<file path="config.mk">
export PLATFORM = sky130hd
export DESIGN_NAME = btu_branch_target_unit
export DESIGN_NICKNAME = d
export VERILOG_FILES = /design/src/core/btu_branch_target_unit.v
export VERILOG_INCLUDE_DIRS = /design/src /design/src/core
export SDC_FILE = /design/constraint.sdc
export NUM_CORES = 1
export LEC_CHECK = 0
export BUFFER_PORTS_ARGS = -buffer_cell sky130_fd_sc_hd__clkbuf_2
export CAP_MARGIN = 20
export CORE_MARGIN = 4
export CORE_UTILIZATION = 45
export DETAILED_ROUTE_END_ITERATION = 12
export GPL_TIMING_DRIVEN = 1
export PLACE_DENSITY = 0.69
export SYNTH_ARGS = -nofsm -noshare
export SYNTH_HDL_FRONTEND = slang
export SYNTH_SLANG_ARGS = --single-unit
</file>
<file path="constraint.sdc">
create_clock -name clk -period 6.8 [get_ports clk]
set_input_delay 1.36 -clock clk [delete_from_list [all_inputs] [get_ports clk]]
set_output_delay 1.36 -clock clk [all_outputs]
set_load 0.005 [all_outputs]
</file>
<file path="src/core/btu_defines.vh">
`ifndef BTU_DEFINES_VH
`define BTU_DEFINES_VH

// ----------------------------------------
// jump kinds, one-hot
// ----------------------------------------
`define BTU_KIND_W        6
`define BTU_KIND_NONE     6'h01
`define BTU_KIND_IND      6'h02
`define BTU_KIND_IDX      6'h04
`define BTU_KIND_SHORT    6'h08
`define BTU_KIND_LONG     6'h10
`define BTU_KIND_COND     6'h20

// ----------------------------------------
// displacement widths and lengths
// ----------------------------------------
`define BTU_SHORT_W       13
`define BTU_LONG_W        25
`define BTU_COND_W        11
`define BTU_LEN_SHORT     3'h2
`define BTU_LEN_LONG      3'h4

// ----------------------------------------
// states, one-hot
// ----------------------------------------
`define BTU_ST_IDLE       2'h1
`define BTU_ST_BUSY       2'h2

`endif

</file>
<file path="src/core/btu_branch_target_unit.v">
`timescale 1ns/1ps
`include "btu_defines.vh"

module btu_branch_target_unit #(
    parameter ADDR_W = 32
) (
    input  wire                    clk,
    input  wire                    rstn,
    input  wire                    issue_valid,
    input  wire [`BTU_KIND_W-1:0]  issue_kind,
    input  wire                    issue_bundled,
    input  wire [ADDR_W-1:0]       issue_pc,
    input  wire [ADDR_W-1:0]       pointer_value,
    input  wire [`BTU_LONG_W-1:0]  displacement,
    input  wire                    branch_on_false,
    input  wire                    predict_taken_hint,
    input  wire                    condition_flag,
    input  wire [3:0]              status_flags_in,
    output reg                     pc_load,
    output reg  [ADDR_W-1:0]       pc_next,
    output reg  [2:0]              insn_length,
    output reg                     predict_taken,
    output reg  [ADDR_W-1:0]       predict_target,
    output reg                     flush,
    output reg                     align_fault,
    output reg                     bundle_fault,
    output reg  [3:0]              status_flags_out,
    output reg                     state_busy
);

// ----------------------------------------
// target arithmetic
// ----------------------------------------
wire [ADDR_W-1:0] short_displacement = {{(ADDR_W-`BTU_SHORT_W){
    displacement[`BTU_SHORT_W-1]}}, displacement[`BTU_SHORT_W-1:1], 1'b0};
wire [ADDR_W-1:0] long_displacement = {{(ADDR_W-`BTU_LONG_W){
    displacement[`BTU_LONG_W-1]}}, displacement[`BTU_LONG_W-1:1], 1'b0};
wire [ADDR_W-1:0] conditional_displacement = {{(ADDR_W-`BTU_COND_W){
    displacement[`BTU_COND_W-1]}}, displacement[`BTU_COND_W-1:1], 1'b0};

reg  [ADDR_W-1:0] next_target;
reg  [2:0]        next_len;
reg               next_ptr_form;
reg               next_cond;

always @* begin
    next_target   = issue_pc;
    next_len      = `BTU_LEN_SHORT;
    next_ptr_form = 1'b0;
    next_cond     = 1'b0;
    case (issue_kind)
        `BTU_KIND_IND: begin
            next_target   = pointer_value;
            next_ptr_form = 1'b1;
        end
        `BTU_KIND_IDX: begin
            next_target   = issue_pc + pointer_value;
            next_ptr_form = 1'b1;
        end
        `BTU_KIND_SHORT: begin
            next_target = issue_pc + short_displacement;
        end
        `BTU_KIND_LONG: begin
            next_target = issue_pc + long_displacement;
            next_len    = `BTU_LEN_LONG;
        end
        `BTU_KIND_COND: begin
            next_target = issue_pc + conditional_displacement;
            next_cond   = 1'b1;
        end
        default: next_target = issue_pc;
    endcase
end

// ----------------------------------------
// decode helpers
// ----------------------------------------
wire is_jump   = issue_valid && (issue_kind != `BTU_KIND_NONE);
wire odd_ptr   = next_ptr_form && pointer_value[0];
wire cond_hit  = branch_on_false ? !condition_flag
                                 : condition_flag;
wire [ADDR_W-1:0] seq_pc = issue_pc + {{(ADDR_W-3){1'b0}}, next_len};

// prediction wrong: wrong-path fetches must go
wire mispredict = (cond_hit != predict_taken_hint);

// ----------------------------------------
// one-hot sequencing
// ----------------------------------------
localparam ST_IDLE = 2'b01;
localparam ST_BUSY = 2'b10;

reg  [1:0]        state;
reg  [1:0]        next_state;
reg               next_pc_load;
reg  [ADDR_W-1:0] next_pc_next;
reg  [2:0]        next_insn_length;
reg               next_predict_taken;
reg  [ADDR_W-1:0] next_predict_target;
reg               next_flush;
reg               next_align_fault;
reg               next_bundle_fault;
reg               next_state_busy;

// ----------------------------------------
// acceptance and outcome
// ----------------------------------------
always @* begin
    next_state          = state;
    next_pc_load        = 1'b0;
    next_pc_next        = pc_next;
    next_insn_length    = insn_length;
    next_predict_taken  = 1'b0;
    next_predict_target = predict_target;
    next_flush          = 1'b0;
    next_align_fault    = 1'b0;
    next_bundle_fault   = 1'b0;
    next_state_busy     = 1'b0;
    case (state)
        ST_IDLE: begin
            if (is_jump) begin
                next_state       = ST_BUSY;
                next_state_busy  = 1'b1;
                next_insn_length = next_len;
                if (issue_bundled) begin
                    next_bundle_fault = 1'b1;
                end else if (odd_ptr) begin
                    next_align_fault = 1'b1;
                end else if (next_cond) begin
                    next_predict_taken  = predict_taken_hint;
                    next_predict_target = predict_taken_hint ?
                                          next_target : seq_pc;
                    next_flush          = mispredict;
                    next_pc_load        = mispredict;
                    next_pc_next        = cond_hit ? next_target
                                                   : seq_pc;
                end else begin
                    next_pc_load = 1'b1;
                    next_flush   = 1'b1;
                    next_pc_next = next_target;
                end
            end
        end
        ST_BUSY: begin
            // one dead cycle; requests here are ignored
            next_state = ST_IDLE;
        end
        default: begin
            next_state = ST_IDLE;
        end
    endcase
end

// ----------------------------------------
// output registers
// ----------------------------------------
always @(posedge clk) begin
    if (!rstn) begin
        state          <= ST_IDLE;
        pc_load        <= 1'b0;
        pc_next        <= {ADDR_W{1'b0}};
        insn_length    <= 3'h0;
        predict_taken  <= 1'b0;
        predict_target <= {ADDR_W{1'b0}};
        flush          <= 1'b0;
        align_fault    <= 1'b0;
        bundle_fault   <= 1'b0;
        state_busy     <= 1'b0;
    end else begin
        state          <= next_state;
        pc_load        <= next_pc_load;
        pc_next        <= next_pc_next;
        insn_length    <= next_insn_length;
        predict_taken  <= next_predict_taken;
        predict_target <= next_predict_target;
        flush          <= next_flush;
        align_fault    <= next_align_fault;
        bundle_fault   <= next_bundle_fault;
        state_busy     <= next_state_busy;
    end
end

// ----------------------------------------
// status flags
// ----------------------------------------
// jumps never touch the arithmetic flags; plain one-cycle copy
always @(posedge clk) begin
    if (!rstn) begin
        status_flags_out <= 4'h0;
    end else begin
        status_flags_out <= status_flags_in;
    end
end

endmodule // btu_branch_target_unit

</file>
# Word level (Yosys, flattened, before mapping)
# Cells that the tools add are included.
word_totals:
  reg_bits: 78
  input_bits: 106
  out_inout_bits: 77
  elab_cells: 53
op_classes:
  addsub: 5
  n_eq_ne: 8
  n_mux: 12
  bitwise_logic: 6
  reduce_logical: 12
ops:
  columns: ["cell", "count"]
  rows:
  - ["32-bit one-hot mux with 5 select lines", 1]
  - ["32-bit adder", 4]
  - ["32-bit two-way mux", 3]
  - ["32-bit by 3-bit adder with 32-bit output", 1]
  - ["1-bit two-way mux", 7]
  - ["6-bit by 2-bit equality test with 1-bit output, second input constant", 1]
  - ["6-bit by 3-bit equality test with 1-bit output, second input constant", 1]
  - ["6-bit by 4-bit equality test with 1-bit output, second input constant", 1]
  - ["6-bit by 5-bit equality test with 1-bit output, second input constant", 1]
  - ["6-bit equality test, second input constant", 1]
  - ["6-bit by 1-bit != test with 1-bit output, second input constant", 1]
  - ["1-bit NOT", 6]
  - ["6-bit OR reduction", 1]
  - ["5-bit AND reduction", 1]
  - ["5-bit OR reduction", 1]
  - ["2-bit AND reduction", 2]
  - ["4-bit AND reduction", 1]
  - ["4-bit OR reduction", 1]
  - ["3-bit two-way mux", 1]
  - ["3-bit AND reduction", 1]
  - ["2-bit by 1-bit equality test with 1-bit output, second input constant", 1]
  - ["1-bit logical AND", 2]
  - ["2-bit OR reduction", 1]
  - ["1-bit zero test", 1]
  - ["1-bit != test", 1]

# Longest topological paths before layout
logic_depth:
  ltp_word: 6
  mapped_depth: 20
  ltp_nobuf: 16

# Worst setup path after synthesis
# No wires, ideal clock.
synth_path:
  path_type: "input port to flip-flop"
  startpoint: "in issue_kind[2]"
  endpoint: "reg predict_target[28]"
  setup_time_ns: 0.132
  arrival_time_ns: 4.690
  required_time_ns: 6.668
  slack_ns: 1.977
  stages: 19
  n_path_buf: 3
  path_cell_list: "buf_6 > nor4_2 > and3b_1 > buf_2 > inv_1 > o21ai_0 > clkbuf_1 > a21oi_1 > ha_1 > and3_1 > nand2_1 > nor2_1 > o211ai_1 > a21oi_1 > o41a_1 > xor2_1 > a221oi_1 > a31o_2 > a21oi_1"
synth_via:
  elab_cells_between_ends: 17
  cone_classes: "add/sub: 1; eq/ne: 6; mux: 5; bitwise: 1; reduce/logical: 4"
synth_lines:
  columns: ["item", "line_no", "source"]
  rows:
  - ["from (decl)", "btu_branch_target_unit.v:10", "input wire [`BTU_KIND_W-1:0] issue_kind,"]
  - ["6-bit by 5-bit equality test with 1-bit output", "btu_branch_target_unit.v:51", "case (issue_kind)"]
  - ["3-bit two-way mux", "btu_branch_target_unit.v:51", null]
  - ["via next_len[1]", "btu_branch_target_unit.v:42", "reg [2:0] next_len;"]
  - ["32-bit by 3-bit adder with 32-bit output", "btu_branch_target_unit.v:82", "wire [ADDR_W-1:0] seq_pc = issue_pc + {{(ADDR_W-3){1'b0}}, next_len};"]
  - ["32-bit two-way mux", "btu_branch_target_unit.v:131", "next_predict_target = predict_taken_hint ?"]
  - ["to (signal assigned)", "btu_branch_target_unit.v:164", "predict_target <= {ADDR_W{1'b0}};"]
  - ["to (signal assigned)", "btu_branch_target_unit.v:175", "predict_target <= next_predict_target;"]
  - ["to (decl)", "btu_branch_target_unit.v:23", "output reg [ADDR_W-1:0] predict_target,"]
# The timed path passes the listed nets, and every way through them passes these cells.
# A chain may end at the register's enable or synchronous reset.

# Final worst setup path
layout_path:
  startpoint: "in issue_kind[2]"
  endpoint: "reg predict_target[26]"
layout_via:
  elab_chain_len: 6
  elab_cells_between_ends: 17
  cone_classes: "add/sub: 1; eq/ne: 6; mux: 5; bitwise: 1; reduce/logical: 4"
layout_rtl:
  columns: ["item"]
  rows:
  - ["parallel branches: the longest is 6 deep, another holds 32-bit by 3-bit adder with 32-bit output"]
# Parallel ways; which one is timed is not known.

==> impl_metrics.csv <==
group,metric,value,unit
timing,clock.fmax,0.187,GHz
timing,setup_tns,0,ns
grt,grt_max_degree,53,
die,io_pins,183,
timing,slew_headroom,0.280,
finish,diodes,0,
power,leakagePower,4.02,nW
die,fp.dieH,140,um
die,die_x,140,um
timing,hold_viol,0,
die,die_area,19500,sq um
power,powerDensity,164,nW/um^2
logic_synthesis,synthArstFlopShare,0,
timing,fin_crit,5.34,ns
route,ant_nets,0,
clocking,path_clk_slew,0.06,ns
logic_synthesis,synth_top_area_share,0.197,
logic_synthesis,synth_edf_count,0,
logic_synthesis,synth-seq-cells,77,
power,vdd_drop_max,0.151,mV
timing,holdWs,0.447,ns
grt,antenna_found_initial,0,
finish,final_layout_size_suffix_gt1_frac,0.194,
worst_hold_path,hold_path_class,"reg2reg",
finish,fin_nets,1367,
logic_synthesis,yosysTopAreaCell,"dfxtp_1",
timing,period_share,0.786,
clocking,postCtsHoldBufs,0,
critical_path,endpoint_kind,"register",
logic_synthesis,syn_area,7820,sq um
logic_synthesis,synth_commonest_cells,"a21oi_1 (119), nand2_1 (102), nor2_1 (91), dfxtp_1 (77), ha_1 (66)",
finish,area_growth,17.2,%
clocking,postCtsSetupBuffers,0,
critical_path,path_class,"in2reg",
grt,grtUsageTotal,0.268,
run,maxCapViolCount,0,
logic_synthesis,synthTopCellsByArea,"dfxtp_1 (20%), ha_1 (11%), a21oi_1 (7.6%), xnor2_1 (5.0%), nand2_1 (4.9%)",
critical_path,cp_slowest_stage_delay,0.52,ns
clocking,clk_latency,0.33,ns
run_status,outcome,"completed",
critical_path,startpoint_type,"primary input",
critical_path,path_cells,"clkbuf_2, nor4_2, nand3b_1, o21ai_0, buf_4, a21oi_1, ha_1, and3_1, nand2_1, nor2_1, o211ai_1, a211oi_1, o41a_1, xor2_1, a222oi_1, a311oi_1",
timing,rsz0062_at_grt,"no",
clocking,cts_buffers,9,
logic_synthesis,synth_nets,1226,
placed_design,port_buffers,180,
logic_synthesis,yosysWarnings,0,
logic_synthesis,yosysMostFrequentCell,"a21oi_1",
clocking,cts_tree,"built",
finish,fill_cells,1703,
critical_path,crit_fanout,11,
critical_path,path_delay_family,"compound AO/OA/AOI/OAI gates",
placed_design,dp_hpwl,21500,um
logic_synthesis,ys_seq_area_frac,0.197,
route,vias,8599,
clocking,cts-root-buf,"clkbuf_16",
placed_design,place_congestion,0.952,
clocking,clockBufferDepth,2,
route,wl_per_cell,19.3,um
clocking,cts_resized,0,
route,totalWireLength,27400,um
route,first_iter_violations,876,
clocking,htreeDepth,3,
route,via_per_inst,6.07,
critical_path,path_buf_inv,2,
grt,grt_pass1_vias,7809,
die,rows,47,
timing,tightestPinTransition,1.08,ns
timing,slew_viol_final,0,
clocking,cts_sinks,77,
route,drt_pass1_iterations,5,
die,core_area,16800,sq um
die,start_util,0.465,
logic_synthesis,netlist_instances,1051,
grt,grt_pass1_wl,43000,um
critical_path,worstPathArrival,5.53,ns
timing,setup_viol,0,
logic_synthesis,synth_ff_type,"dfxtp_1",
grt,grt-ovfl-total,0,
power,p_total,0.00150,W
logic_synthesis,synth_cell_types,80,
timing,finalClockSkew,0.00395,ns
critical_path,cp.required,6.98,ns
logic_synthesis,syn_area_per_cell,7.44,sq um
critical_path,cp_slowest_cell,"a222oi_1",
route,route.detailed.drc,0,
## state kept, by name, summed over array words and instances (netlist names)
signal	count
bundle_fault	1
state_busy	1
pc_next	32
predict_taken	1
flush	1
insn_length	2
status_flags_out	4
align_fault	1
predict_target	32
state	2
## cell type report
cell class | count | area, sq um | share of cell area
multi-input combinational | 893 | 5960 | 0.651
sequential | 77 | 1540 | 0.168
timing repair buffer | 194 | 1010 | 0.110
tap | 220 | 275 | 0.0301
clock buffer | 12 | 267 | 0.0291
inverter | 17 | 63.8 | 0.00697
clock inverter | 4 | 45.0 | 0.00492
## power breakdown
group          internal, W  total (W)  leakage [nW]  switching (W)
registers         0.000466   0.000473         0.625     0.00000787
logic             0.000212   0.000535          3.24       0.000322
clock network     0.000312   0.000494         0.158       0.000182
total             0.000990    0.00150          4.02       0.000512
## per-layer routing
metal  vias up  share of wire  GRT usage
li1       4249              -          -
met1      3957           0.48      0.409
met2       368           0.42      0.393
met3        25          0.091     0.0494
met4         0          0.014     0.0541
met5         -              0          0
## stage by stage
| stage | std cells | util | cell area (sq um) | worst slack (ns) |
|---|---|---|---|---|
| floorplan | 1051 | - | 7820 | 1.98 |
| CTS | 1417 | 0.545 | 9160 | 1.46 |
| global route | 1417 | 0.545 | 9160 | 1.08 |
| global placement | 1401 | 0.526 | 8850 | 1.22 |
| detailed placement | 1401 | 0.526 | 8850 | 1.14 |
| finish | 1417 | 0.545 | 9160 | 1.46 |
## worst reg2reg max path, stage by stage (launching register included)
cell	delay, ns
dfxtp_1	0.31
nand2_1	0.05
a311oi_1	0.23
buf_4	0.22
nand3b_1	0.13
nor2_2	0.67
nand2_1	0.41
a211oi_1	0.43
a31o_2	0.16
## cell families after synthesis
logic type | after synthesis | share of synthesized area
AOI/OAI and AO/OA | 395 | 0.339
xor gates and xnor gates | 77 | 0.0863
other | 1 | 0.000480
adders and majority gates | 69 | 0.113
and+or+nand+nor | 342 | 0.209
muxes | 9 | 0.0120
buffers and inverters | 81 | 0.0432
DFF | 77 | 0.197
## worst paths after layout
path,from,end,slack (ns),depth (start not counted)
min,predict_target[2]$_SDFFE_PN0P_,predict_target[2]$_SDFFE_PN0P_,0.45,2
min reg2reg,predict_target[2]$_SDFFE_PN0P_,predict_target[2]$_SDFFE_PN0P_,0.45,2
max,issue_kind[2],predict_target[26]$_SDFFE_PN0P_,1.46,16
max reg2reg,state[0]$_SDFFE_PN1P_,predict_target[11]$_SDFFE_PN0P_,4.15,8
## cells in the final DEF (no fill, tap or decap), drive strengths merged, types with 6 or more instances in the layout
cell type	instances
o31ai	11
nand3	45
nor2	92
o21ai	62
a211oi	37
xnor2	45
dfxtp	77
ha	66
inv	16
and3	12
a222oi	8
clkbuf	192
buf	14
a21boi	6
nor3	21
nand2b	6
nand2	102
o21a	7
a221oi	7
nor4	10
a31o	11
nand4	11
o211ai	17
a22oi	11
mux2i	6
xor2	32
a21oi	119
and2	10
a22o	6
a31oi	6
a21o	35
o21bai	6
o22ai	6
Note: power is estimated with default switching activity, not from simulation.
